`config.mk`:
```
export PLATFORM = sky130hd
export DESIGN_NAME = ssc_sideband_control
export DESIGN_NICKNAME = d
export VERILOG_FILES = /design/src/hdl/ssc_pkg.sv /design/src/hdl/ssc_sideband_control.sv
export SDC_FILE = /design/constraint.sdc
export NUM_CORES = 1
export LEC_CHECK = 0
export BUFFER_PORTS_ARGS = -buffer_cell sky130_fd_sc_hd__clkbuf_2
export CAP_MARGIN = 5
export CORE_MARGIN = 1
export CORE_UTILIZATION = 25
export DETAILED_ROUTE_END_ITERATION = 16
export SETUP_SLACK_MARGIN = 0.5
export SYNTH_ARGS = -nofsm -noshare
export SYNTH_HDL_FRONTEND = slang
export SYNTH_SLANG_ARGS = --single-unit
```
`constraint.sdc`:
```
create_clock -name clk -period 7.7 [get_ports clk]
set_input_delay 0.77 -clock clk [delete_from_list [all_inputs] [get_ports clk]]
set_output_delay 0.77 -clock clk [all_outputs]
set_load 0.05 [all_outputs]
```
`src/hdl/ssc_pkg.sv`:
```
package ssc_pkg;
	// register byte offsets
	localparam logic [7:0] ADDR_GPIO0 = 8'h0D;
	localparam logic [7:0] ADDR_GPIO21 = 8'h0E;
	localparam logic [7:0] ADDR_GPO4_IO3 = 8'h0F;
	localparam logic [7:0] ADDR_GPO65 = 8'h10;
	localparam logic [7:0] ADDR_GPO87 = 8'h11;
	localparam logic [7:0] ADDR_DPATH = 8'h12;
	localparam logic [7:0] ADDR_SBCTL = 8'h13;
	localparam logic [7:0] ADDR_CRCCNT = 8'h14;
	localparam logic [7:0] ADDR_STAT = 8'h15;
	localparam logic [7:0] ADDR_INTCTL = 8'hC6;
	localparam logic [7:0] ADDR_ISR = 8'hC7;
	// field positions
	localparam int INTCTL_OUT_EN = 5;
	localparam int INTCTL_FWD = 0;
	localparam int DPATH_CHB = 0;
	localparam int DPATH_18BIT = 2;
	localparam int SB_PATTERN = 0;
	localparam int SB_OSC25 = 1;
	localparam int SB_LOWFREQ = 2;
	localparam int SB_COMPAT = 3;
	localparam int SB_RISING = 4;
	localparam int SB_AUD_BLANK = 5;
	localparam int SB_OSC_FB = 6;
	// nibble codes
	localparam logic [3:0] NIB_FWD = 4'h3;
	localparam logic [3:0] NIB_BC = 4'h5;
	localparam logic [3:0] NIB_ONE = 4'h9;
	localparam logic [3:0] NIB_ZERO = 4'h1;
	// reset values
	localparam logic [7:0] RST_CFG = 8'h00;
	localparam logic [7:0] RST_SBCTL = 8'h10;
	localparam logic [12:0] RST_SYNC = 13'h0002;
	// async input vector bit positions
	localparam int AI_PCLK = 0;
	localparam int AI_RINT = 1;
	localparam int AI_COL = 2;
	localparam int AI_AUD = 6;
	localparam int AI_DE = 10;
	localparam int AI_PD = 11;
	localparam int AI_STRAP = 12;
	// timing
	localparam int CLK_NS = 50;
	localparam int PCLK_LOSS_NS = 1000;
	localparam int PCLK_LOSS_CYC = PCLK_LOSS_NS / CLK_NS;
	localparam logic [4:0] LOSS_CNT_MAX = 5'(PCLK_LOSS_CYC);
	localparam int OSC_TICK_NS = 100;
	localparam logic [1:0] OSC_TICK_MAX = 2'((OSC_TICK_NS + CLK_NS - 1) / CLK_NS - 1);
	localparam logic [2:0] STRAP_CAP_CYC = 3'h4;
	localparam logic [7:0] CRC_CNT_MAX = 8'hFF;

	typedef enum logic [1:0] {OSC_33, OSC_25, OSC_12P5} ssc_osc_e;
	typedef enum logic {BIST_OFF, BIST_RUN} ssc_bist_e;
endpackage

```
`src/hdl/ssc_sideband_control.sv`:
```
// Design decision made here: strobed register access.
`timescale 1ns/100ps
// Overview of operation
// - Remote interrupt input going low drives local interrupt output low.
// - Reading interrupt status clears pending interrupt and releases the output.
// - A new interrupt needs a fresh falling edge after the last clear.
// - Pattern is sent when powered and enabled, even without parallel input.
// - Without pixel clock the pattern may run from the internal oscillator.
// - In 18-bit mode four low colour pins become forward or back-channel lines.
// - 18-bit mode is selected by writing 0x04 to the data path register.
// - Nibble 3 selects forward input, 5 back-channel output, per line.
// - Five register-driven outputs are outputs only, set by local bits.
// - Output nibble 9 drives one, nibble 1 drives zero.
// - 24-bit mode carries three audio signals in blanking or active video.
// - Secondary audio channel enabled by strap pin or data path bit 0.
// - Audio path accepts 32 to 192 kHz samples, bit clock to 12.288 MHz.
// - Self-test is refused in backward compatible mode.
// - Self-test request from back channel sends pattern at full link speed.
// - Self-test runs from pixel clock or oscillator at 33, 25 or 12.5 MHz.
// - In self-test the colour inputs are ignored and an all-zero payload sent.
// - Back-channel CRC errors counted in 8 bits, cleared on self-test entry.
module ssc_sideband_control (
	input wire logic clk,
	input wire logic reset,
	input wire logic [7:0] reg_addr,
	input wire logic [7:0] reg_wdata,
	input wire logic reg_wr,
	input wire logic reg_rd,
	output logic [7:0] reg_rdata,
	input wire logic pclk,
	input wire logic power_down,
	input wire logic chan_b_strap,
	input wire logic remote_interrupt_in_n,
	output logic interrupt_out_n,
	input wire logic [3:0] color_low_in,
	output logic [3:0] color_low_out,
	output logic [3:0] color_low_oe,
	input wire logic [3:0] bc_gpio,
	output logic [3:0] fwd_gpio,
	output logic [8:4] register_driven_output,
	input wire logic aud_clk,
	input wire logic aud_ws,
	input wire logic aud_da,
	input wire logic secondary_audio_data,
	input wire logic video_de,
	output logic [3:0] fwd_aud,
	output logic fwd_aud_valid,
	output logic frame_strobe,
	output logic pattern_active,
	output logic zero_payload,
	output logic link_enable,
	output logic use_oscillator,
	output ssc_pkg::ssc_osc_e osc_select,
	input wire logic selftest_req,
	input wire logic link_detect,
	input wire logic bc_crc_err
);
	import ssc_pkg::*;

	function automatic logic nib_is(input logic [3:0] nib, input logic [3:0] code);
		nib_is = (nib == code);
	endfunction

	logic [12:0] async_raw;
	logic [12:0] s1_q, s2_q, s3_q, filt_q, filt_d;
	logic [7:0] gpio0_q, gpio21_q, gpo43_q, gpo65_q, gpo87_q, dpath_q, sbctl_q, intctl_q;
	logic [7:0] rdata_d, reg_rdata_q, crc_cnt_q;
	logic pend_q, pend_d, rint_prev_q, int_n_q, isr_rd, rint_fall, int_arm;
	logic pclk_prev_q, sel_edge, pclk_present, osc_tick, frame_tick;
	logic [4:0] loss_cnt_q;
	logic [1:0] osc_cnt_q;
	logic [2:0] strap_cnt_q;
	logic strap_q, chb_en, mode18, bist_run, audio_slot;
	logic [3:0] fwd_mask, bc_mask, col_out_q, col_oe_q, fwd_gpio_q, fwd_aud_q;
	logic [3:0] line_nib [4];
	logic [3:0] gpo_nib [5];
	logic [8:4] gpo_q, gpo_d;
	logic frame_q, aud_valid_q, pat_q, zero_q, link_en_q, use_osc_q;
	ssc_osc_e osc_q;
	ssc_bist_e bist_q;

	// each of the 13 async inputs passes three flops; a level counts once stages two and three agree
	assign async_raw = {chan_b_strap, power_down, video_de, secondary_audio_data, aud_da,
		aud_ws, aud_clk, color_low_in, remote_interrupt_in_n, pclk};
	always_ff @(posedge clk or posedge reset) begin
		if (reset) begin
			s1_q <= RST_SYNC;
			s2_q <= RST_SYNC;
			s3_q <= RST_SYNC;
			filt_q <= RST_SYNC;
		end else begin
			s1_q <= async_raw;
			s2_q <= s1_q;
			s3_q <= s2_q;
			filt_q <= filt_d;
		end
	end
	genvar gi;
	generate
		for (gi = 0; gi < 13; gi++) begin : g_filt
			assign filt_d[gi] = (s2_q[gi] == s3_q[gi]) ? s3_q[gi] : filt_q[gi];
		end
	endgenerate

	// strap is caught from the filter's next value; filt_q itself is still at reset then
	always_ff @(posedge clk or posedge reset) begin
		if (reset) begin
			strap_cnt_q <= 3'h0;
			strap_q <= 1'b0;
		end else if (strap_cnt_q != STRAP_CAP_CYC) begin
			strap_cnt_q <= strap_cnt_q + 3'h1;
			if (strap_cnt_q == STRAP_CAP_CYC - 3'h1) begin
				strap_q <= filt_d[AI_STRAP];
			end
		end
	end

	// configuration registers, written in one cycle
	always_ff @(posedge clk or posedge reset) begin
		if (reset) begin
			gpio0_q <= RST_CFG;
			gpio21_q <= RST_CFG;
			gpo43_q <= RST_CFG;
			gpo65_q <= RST_CFG;
			gpo87_q <= RST_CFG;
			dpath_q <= RST_CFG;
			sbctl_q <= RST_SBCTL;
			intctl_q <= RST_CFG;
		end else if (reg_wr) begin
			if (reg_addr == ADDR_GPIO0) begin
				gpio0_q <= reg_wdata;
			end else if (reg_addr == ADDR_GPIO21) begin
				gpio21_q <= reg_wdata;
			end else if (reg_addr == ADDR_GPO4_IO3) begin
				gpo43_q <= reg_wdata;
			end else if (reg_addr == ADDR_GPO65) begin
				gpo65_q <= reg_wdata;
			end else if (reg_addr == ADDR_GPO87) begin
				gpo87_q <= reg_wdata;
			end else if (reg_addr == ADDR_DPATH) begin
				dpath_q <= reg_wdata;
			end else if (reg_addr == ADDR_SBCTL) begin
				sbctl_q <= reg_wdata;
			end else if (reg_addr == ADDR_INTCTL) begin
				intctl_q <= reg_wdata;
			end
		end
	end

	// read mux; unmapped offsets read zero, data stands one cycle only
	always_comb begin
		rdata_d = 8'h00;
		if (reg_addr == ADDR_GPIO0) begin
			rdata_d = gpio0_q;
		end else if (reg_addr == ADDR_GPIO21) begin
			rdata_d = gpio21_q;
		end else if (reg_addr == ADDR_GPO4_IO3) begin
			rdata_d = gpo43_q;
		end else if (reg_addr == ADDR_GPO65) begin
			rdata_d = gpo65_q;
		end else if (reg_addr == ADDR_GPO87) begin
			rdata_d = gpo87_q;
		end else if (reg_addr == ADDR_DPATH) begin
			rdata_d = dpath_q;
		end else if (reg_addr == ADDR_SBCTL) begin
			rdata_d = sbctl_q;
		end else if (reg_addr == ADDR_CRCCNT) begin
			rdata_d = crc_cnt_q;
		end else if (reg_addr == ADDR_STAT) begin
			rdata_d = {5'h00, strap_q, pclk_present, bist_run};
		end else if (reg_addr == ADDR_INTCTL) begin
			rdata_d = intctl_q;
		end else if (reg_addr == ADDR_ISR) begin
			rdata_d = {7'h00, pend_q};
		end
	end
	always_ff @(posedge clk or posedge reset) begin
		if (reset) begin
			reg_rdata_q <= 8'h00;
		end else begin
			reg_rdata_q <= reg_rd ? rdata_d : 8'h00;
		end
	end
	assign reg_rdata = reg_rdata_q;

	// interrupt relay: edge-triggered so a held-low remote line cannot re-raise
	assign int_arm = intctl_q[INTCTL_OUT_EN] & intctl_q[INTCTL_FWD];
	assign rint_fall = rint_prev_q & ~filt_q[AI_RINT];
	assign isr_rd = reg_rd & (reg_addr == ADDR_ISR);
	always_comb begin
		pend_d = pend_q;
		if (rint_fall && int_arm) begin
			pend_d = 1'b1;
		end else if (isr_rd) begin
			pend_d = 1'b0;
		end
	end
	always_ff @(posedge clk or posedge reset) begin
		if (reset) begin
			rint_prev_q <= 1'b1;
			pend_q <= 1'b0;
			int_n_q <= 1'b1;
		end else begin
			rint_prev_q <= filt_q[AI_RINT];
			pend_q <= pend_d;
			int_n_q <= ~(pend_q & intctl_q[INTCTL_OUT_EN]);
		end
	end
	assign interrupt_out_n = int_n_q;

	// pixel clock edge pick and loss detect; below ~500 kHz counts as absent
	assign sel_edge = sbctl_q[SB_RISING] ? (filt_q[AI_PCLK] & ~pclk_prev_q)
		: (~filt_q[AI_PCLK] & pclk_prev_q);
	assign pclk_present = (loss_cnt_q != LOSS_CNT_MAX);
	always_ff @(posedge clk or posedge reset) begin
		if (reset) begin
			pclk_prev_q <= 1'b0;
			loss_cnt_q <= LOSS_CNT_MAX;
		end else begin
			pclk_prev_q <= filt_q[AI_PCLK];
			if (filt_q[AI_PCLK] != pclk_prev_q) begin
				loss_cnt_q <= 5'h00;
			end else if (pclk_present) begin
				loss_cnt_q <= loss_cnt_q + 5'h01;
			end
		end
	end

	// oscillator stand-in tick used only while the pixel clock is missing
	assign osc_tick = (osc_cnt_q == OSC_TICK_MAX);
	assign frame_tick = use_osc_q ? osc_tick : sel_edge;
	always_ff @(posedge clk or posedge reset) begin
		if (reset) begin
			osc_cnt_q <= 2'h0;
		end else begin
			osc_cnt_q <= osc_tick ? 2'h0 : osc_cnt_q + 2'h1;
		end
	end

	// self-test sequencing; refused while backward compatible
	always_ff @(posedge clk or posedge reset) begin
		if (reset) begin
			bist_q <= BIST_OFF;
		end else begin
			case (bist_q)
				BIST_OFF: begin
					if (selftest_req && !sbctl_q[SB_COMPAT]) begin
						bist_q <= BIST_RUN;
					end
				end
				BIST_RUN: begin
					if (!selftest_req || sbctl_q[SB_COMPAT]) begin
						bist_q <= BIST_OFF;
					end
				end
				default: bist_q <= BIST_OFF;
			endcase
		end
	end
	assign bist_run = (bist_q == BIST_RUN);

	// crc error count: cleared on entry, held after exit for software
	always_ff @(posedge clk or posedge reset) begin
		if (reset) begin
			crc_cnt_q <= 8'h00;
		end else if (!bist_run && selftest_req && !sbctl_q[SB_COMPAT]) begin
			crc_cnt_q <= 8'h00;
		end else if (bist_run && link_detect && bc_crc_err && crc_cnt_q != CRC_CNT_MAX) begin
			crc_cnt_q <= crc_cnt_q + 8'h01;
		end
	end

	// pattern, payload and clock source status toward the link logic
	always_ff @(posedge clk or posedge reset) begin
		if (reset) begin
			pat_q <= 1'b0;
			zero_q <= 1'b0;
			link_en_q <= 1'b0;
			use_osc_q <= 1'b0;
			osc_q <= OSC_33;
		end else begin
			pat_q <= (~filt_q[AI_PD] & sbctl_q[SB_PATTERN]) | bist_run;
			zero_q <= bist_run;
			link_en_q <= ~filt_q[AI_PD] | bist_run;
			use_osc_q <= ~pclk_present & (sbctl_q[SB_OSC_FB] | bist_run);
			if (sbctl_q[SB_LOWFREQ]) begin
				osc_q <= OSC_12P5;
			end else if (sbctl_q[SB_OSC25]) begin
				osc_q <= OSC_25;
			end else begin
				osc_q <= OSC_33;
			end
		end
	end
	assign pattern_active = pat_q;
	assign zero_payload = zero_q;
	assign link_enable = link_en_q;
	assign use_oscillator = use_osc_q;
	assign osc_select = osc_q;

	// general lines: nibble picks direction per line, only in 18-bit mode
	assign mode18 = dpath_q[DPATH_18BIT];
	assign line_nib[0] = gpio0_q[3:0];
	assign line_nib[1] = gpio21_q[3:0];
	assign line_nib[2] = gpio21_q[7:4];
	assign line_nib[3] = gpo43_q[3:0];
	assign gpo_nib[0] = gpo43_q[7:4];
	assign gpo_nib[1] = gpo65_q[3:0];
	assign gpo_nib[2] = gpo65_q[7:4];
	assign gpo_nib[3] = gpo87_q[3:0];
	assign gpo_nib[4] = gpo87_q[7:4];
	generate
		for (gi = 0; gi < 4; gi++) begin : g_line
			assign fwd_mask[gi] = mode18 & nib_is(line_nib[gi], NIB_FWD);
			assign bc_mask[gi] = mode18 & nib_is(line_nib[gi], NIB_BC);
		end
		for (gi = 0; gi < 5; gi++) begin : g_gpo
			assign gpo_d[gi + 4] = nib_is(gpo_nib[gi], NIB_ONE) ? 1'b1
				: nib_is(gpo_nib[gi], NIB_ZERO) ? 1'b0 : gpo_q[gi + 4];
		end
	endgenerate
	always_ff @(posedge clk or posedge reset) begin
		if (reset) begin
			col_out_q <= 4'h0;
			col_oe_q <= 4'h0;
			gpo_q <= 5'h00;
		end else begin
			col_out_q <= bc_gpio & bc_mask;
			col_oe_q <= bc_mask;
			gpo_q <= gpo_d;
		end
	end
	assign color_low_out = col_out_q;
	assign color_low_oe = col_oe_q;
	assign register_driven_output = gpo_q;

	// forward frame contents; other codes leave a line idle
	assign chb_en = strap_q | dpath_q[DPATH_CHB];
	assign audio_slot = sbctl_q[SB_AUD_BLANK] ? ~filt_q[AI_DE] : filt_q[AI_DE];
	always_ff @(posedge clk or posedge reset) begin
		if (reset) begin
			frame_q <= 1'b0;
			fwd_gpio_q <= 4'h0;
			fwd_aud_q <= 4'h0;
			aud_valid_q <= 1'b0;
		end else begin
			frame_q <= frame_tick;
			if (frame_tick) begin
				fwd_gpio_q <= bist_run ? 4'h0 : filt_q[AI_COL +: 4] & fwd_mask;
				fwd_aud_q <= {filt_q[AI_AUD + 3] & chb_en, filt_q[AI_AUD +: 3]};
				aud_valid_q <= audio_slot & ~bist_run;
			end
		end
	end
	assign frame_strobe = frame_q;
	assign fwd_gpio = fwd_gpio_q;
	assign fwd_aud = fwd_aud_q;
	assign fwd_aud_valid = aud_valid_q;
endmodule // ssc_sideband_control

```
* Word-level counts from Yosys, hierarchy flattened
Index checks and enable logic that the tools add are counted.
Storage, ports and cells: input port bits 40, flip-flop bits (word level) 177, output and inout bits 38, word-level logic and storage cells 209
Operators by class: eq/ne operators 48, reductions and logical operators 28, bitwise operators 39, add/subtract/negate cells 4, muxes and demuxes 39
Operators with widths (count):
- 8-bit two-way mux | 13
- 8-bit by 5-bit == test with 1-bit output (second input constant) | 6
- 8-bit by 4-bit == test with 1-bit output (second input constant) | 3
- 4-bit by 1-bit == test with 1-bit output (second input constant) | 5
- 4-bit == test (second input constant) | 5
- 1-bit two-way mux | 20
- 1-bit AND | 18
- 4-bit by 2-bit == test with 1-bit output (second input constant) | 4
- 4-bit by 3-bit == test with 1-bit output (second input constant) | 4
- 8-bit == test (second input constant) | 2
- 2-bit nonzero test | 8
- 1-bit inverter | 15
- 1-bit == test | 13
- 5-bit two-way mux | 2
- 9-bit AND reduction | 1
- 8-bit by 1-bit adder with 8-bit output (second input constant) | 1
- 4-bit AND | 2
- 8-bit != test (second input constant) | 1
- 8-bit AND reduction | 1
- 1-bit logical AND | 7
- 7-bit AND reduction | 1
- 6-bit AND reduction | 1
- 5-bit by 1-bit adder with 5-bit output (second input constant) | 1
- 5-bit != test (second input constant) | 1
- other kinds (16) | 23

* Longest topological paths before layout
depth in word-level cells 13, gate-level depth with buffers 7, depth with buffers taken out 6

* Worst setup path after synthesis
OpenSTA, ideal clock, no wires.
path kind input -> register, from input port reg_addr[3], to register gpo65_q[0], slack 5.502 ns, library setup time 0.125 ns, path buffers 2, arrival time 2.073 ns, stages 6, required time 7.575 ns, cell sequence buf_4 -> or3b_1 -> buf_6 -> nor2_8 -> nand3_4 -> mux2_4
Between the ends: longest elaborated chain between the ends 3, elaborated cells on any way between the ends 8, classes of those cells eq/ne (4); bitwise (3); reduce/logical (1)
Ends and longest elaborated chain:
- from (decl) | line ssc_sideband_control.sv:25 | input wire logic [7:0] reg_addr,
- 8-bit by 4-bit == test with 1-bit output (on tied branches) | line ssc_sideband_control.sv:134, ssc_sideband_control.sv:130, ssc_sideband_control.sv:132
- 1-bit inverter (no line)
- 5-bit AND reduction (no line) (*)
- to (signal assigned) | line ssc_sideband_control.sv:137 | gpo65_q <= reg_wdata;
- to (decl) | line ssc_sideband_control.sv:66 | logic [7:0] gpio0_q, gpio21_q, gpo43_q, gpo65_q, gpo87_q, dpath_q, sbctl_q, intctl_q;
Mark *: on every way between the ends. The rest lies on a longest branch, timed or not. A chain may end at the register's enable or synchronous reset.

* Final worst setup path
from input port reg_addr[0], to register reg_rdata_q[3], in the netlist reg_rdata[3]
Between the ends: longest elaborated chain between the ends 12, elaborated cells on any way between the ends 21, classes of those cells eq/ne (10); mux (11)
Ends and longest elaborated chain:
- 8-bit == test | line ssc_sideband_control.sv:171 | end else if (reg_addr == ADDR_INTCTL) begin
- 8-bit two-way mux | line ssc_sideband_control.sv:171
- 8-bit two-way mux | line ssc_sideband_control.sv:169 | end else if (reg_addr == ADDR_STAT) begin
- 8-bit two-way mux | line ssc_sideband_control.sv:167 | end else if (reg_addr == ADDR_CRCCNT) begin
- 8-bit two-way mux | line ssc_sideband_control.sv:165 | end else if (reg_addr == ADDR_SBCTL) begin
- 8-bit two-way mux | line ssc_sideband_control.sv:163 | end else if (reg_addr == ADDR_DPATH) begin
- 8-bit two-way mux | line ssc_sideband_control.sv:161 | end else if (reg_addr == ADDR_GPO87) begin
- 8-bit two-way mux | line ssc_sideband_control.sv:159 | end else if (reg_addr == ADDR_GPO65) begin
- 8-bit two-way mux | line ssc_sideband_control.sv:157 | end else if (reg_addr == ADDR_GPO4_IO3) begin
- 8-bit two-way mux | line ssc_sideband_control.sv:155 | end else if (reg_addr == ADDR_GPIO21) begin
- 8-bit two-way mux (*) | line ssc_sideband_control.sv:153 | if (reg_addr == ADDR_GPIO0) begin
- 8-bit two-way mux (*) | line ssc_sideband_control.sv:181 | reg_rdata_q <= reg_rd ? rdata_d : 8'h00;
- to (signal assigned) | line ssc_sideband_control.sv:181
- to (decl) | line ssc_sideband_control.sv:67 | logic [7:0] rdata_d, reg_rdata_q, crc_cnt_q;
Marks and branches as above.

==> impl_metrics.yaml <==
route:
  met1_length_mm: 9.365
  drt_iter0_drc: 378
  num_vias: 4802
  drtAntennaViolNets: 0
  viasPerCell: 4.600
  avgRoutedWirePerCell_um: 18.40
  routed.top_layer: "met4"
  routed_wl_mm: 19.21
  met2_length_mm: 8.611
  drc: 0
  wl_met3_um: 792
  drtPass1Iterations: 4
pwr:
  power.switching_fraction_pct: 27.26
  clkPwrFrac_pct: 42.0
  powerDensity_nw_per_um2: 236.4
  internal_power_mw: 1.549
  p_seq_share_pct: 48.2
  p_leak_nw: 4.124
  combPwrFrac_pct: 9.8
  p_switching_mw: 0.5804
  vdd.ir_drop.worst_mv: 0.1342
clock_network:
  cts_resized: 0
  cts_sinks: 177
  path_clk_slew_ns: 0.07
  clockBufferDepth: 2
  cts_tree: "done"
  clockRootBuffer: "clkbuf_16"
  cts_setup_buffers: 0
  h-tree-depth: 4
  cts_buffers: 17
  postCtsHoldBufs: 0
  clk_latency_ns: 0.43
floorplanning:
  row_count: 63
  dieArea_sq_um: 31200
  ios: 78
  coreArea_sq_um: 29800
  initial_core_util_pct: 25.59
  die_y_um: 176.6
  die_w_um: 176.6
layout:
  drive_above_1_share_pct: 31.24
  final_cell_mix: "dfrtp_1, clkbuf_2, mux2_4"
  final_common_cell: "dfrtp_1"
  nets: 688
  fillerInstances: 3040
  area_growth_pct: 18.14
  final_cell_area_sq_um: 9006
critical_path:
  cp_max_fo: 35
  crit_buf_inv: 1
  critical-path-max-stage-delay_ns: 0.49
  start_kind: "input port"
  worstSetupPathType: "in2reg"
  worstPathRequired_ns: 7.99
  r2r_slack_ns: 5.68
  crit_arrival_ns: 2.85
  cpMaxStageDelayCell: "clkbuf_2"
  path_delay_family: "simple AND/OR/NAND/NOR gates"
  crit_chain: "clkbuf_2 > nand2b_1 > nor3_1 > a22oi_1 > a221oi_1"
  worstSetupEndpointType: "flip-flop"
sta:
  worst_pin_slew_ns: 0.8801
  final_max_slew_viol_count: 0
  timing.final.crit_share_pct: 33.21
  max_freq_mhz: 391.0
  fin_hold_ws_ns: 0.3512
  final-hold-violation-count: 0
  fin_worst_skew_ns: 0.01601
  slew_headroom_pct: 41.01
  fin_crit_ns: 2.557
  setup_viol: 0
  tns_ns: 0
  rsz0062_at_grt: "no"
global_routing:
  grt_pass1_wl_mm: 30.28
  gr-total-overflow: 0
  grt_pass1_vias: 4927
  grtUsageTotal_pct: 13.01
  antenna_found_initial: 1
  grt_start_max_net_pins: 111
place:
  place.gp.congestion: 0.8767
  dpl.hpwl_mm: 13.43
  dpl_cell_area_sq_um: 8406
  port_buffers: 77
yosys:
  synth_top_cell_by_area: "dfrtp_1"
  seq_area_frac_synth_pct: 58.25
  ys.flop_type: "dfrtp_1"
  synth_edf_count: 0
  syn_nets: 609
  netlist-cell-type-count: 75
  syn_inst: 561
  synth.avg_cell_area_sq_um: 13.59
  synth_top_area_share_pct: 55.15
  synthTopCellsByArea: "dfrtp_1, mux2_4, mux2_2, dfstp_2, mux2_1"
  async_reset_ff_share_pct: 100.0
  yosys_warnings: 0
  syn_area_sq_um: 7624
  synth_seq_cells: 177
hold_path:
  hp-class: "reg2reg"
run:
  maxCapViolCount: 0
status:
  status: "completed"
[stage by stage]
stage / setup WS, ns / instances / util, % / total power, mW
finish: 5.143 / 1044 / 30.23 / 2.129
global route: 5.022 / 1043 / 30.22 / 2.227
CTS: 5.154 / 1043 / 30.22 / 2.165
detailed placement: 4.699 / 1011 / 28.21 / 1.257
global placement: 4.793 / 1011 / 28.21 / 1.254
floorplan: 2.143 / 561 / - / 1.181
[power by group through the flow]
stage,Clock (mW),Sequential [mW],Combinational [mW]
2_1_floorplan,0,1.07,0.111
3_3_place_gp,0,1.04,0.209
3_5_place_dp,0,1.04,0.212
4_1_cts,0.925,1.03,0.213
5_1_grt,0.963,1.03,0.230
6_report,0.893,1.03,0.210
[cells by family after synthesis]
| family | count (synthesis) | synth area share [%] |
|---|---|---|
| compound gates | 86 | 8.469 |
| fa+ha+maj | 21 | 3.020 |
| simple gates | 138 | 11.44 |
| buf+inv | 39 | 2.478 |
| mux | 94 | 15.66 |
| xor+xnor | 6 | 0.6893 |
| flops | 177 | 58.25 |
[area by class of cell]
class                      instances  area (sq um)  area share [%]
inverter                          20         82.58          0.9169
clock inverter                    14         168.9           1.876
sequential                       177          4441           49.31
multi-input combinational        345          2994           33.25
timing repair buffer              79         400.4           4.446
tap                              390         488.0           5.418
clock buffer                      18         429.2           4.765
antenna                            1         2.502         0.02779
[per-layer routing]
metal | up-vias | global-route usage, %
met5 | - | 0
met2 | 116 | 19.28
li1 | 2214 | -
met1 | 2440 | 18.44
met3 | 32 | 3.028
met4 | 0 | 4.598
[worst paths after layout]
path                                from      endpoint  cells after the start
min reg2reg                      s1_q[8]       s2_q[8]                      0
min in group asynchronous          reset       s1_q[6]                      2
min                              s1_q[8]       s2_q[8]                      0
max in group asynchronous          reset  osc_cnt_q[0]                      3
max reg2reg                loss_cnt_q[0]  reg_rdata[1]                      6
max                          reg_addr[0]  reg_rdata[3]                      5
[Yosys cell counts, types with 4 or more instances]
library cell and instances:
maj3_1 13, mux2_4 40, nand3_1 8, clkbuf_1 6, a2bb2oi_1 5, nand3b_1 4, o221ai_1 5, ha_1 8
o31ai_1 6, dfrtp_1 168, and2_1 9, nor3_1 12, buf_2 7, xnor2_1 5, a31oi_1 5, nor2b_1 8
inv_1 18, o211ai_1 7, mux2i_1 12, o21ai_0 14, o22ai_1 4, a221oi_1 6, nor2_1 15, mux2_2 25
nand2b_1 13, nor4_1 6, mux2_1 17, dfstp_2 9, nand2_1 28, a21oi_1 9
[worst register-to-register path, cell delays in order (launching register included)]
cell      delay, ns
dfrtp_1        0.40
inv_1          0.10
ha_1           0.15
nand4b_1       0.32
mux2_2         0.40
a221oi_1       0.34
o22ai_1        0.18
[registers in the layout (all words and copies together) (netlist names), 5 cells and up]
signal	count
gpo43_q	8
dpath_q	8
reg_rdata	8
gpo87_q	8
loss_cnt_q	5
gpio0_q	8
s1_q	13
s2_q	13
sbctl_q	8
gpo65_q	8
filt_q	13
intctl_q	8
gpio21_q	8
crc_cnt_q	8
s3_q	13
register_driven_output	5
No activity file was read; power rests on OpenSTA's default activity.
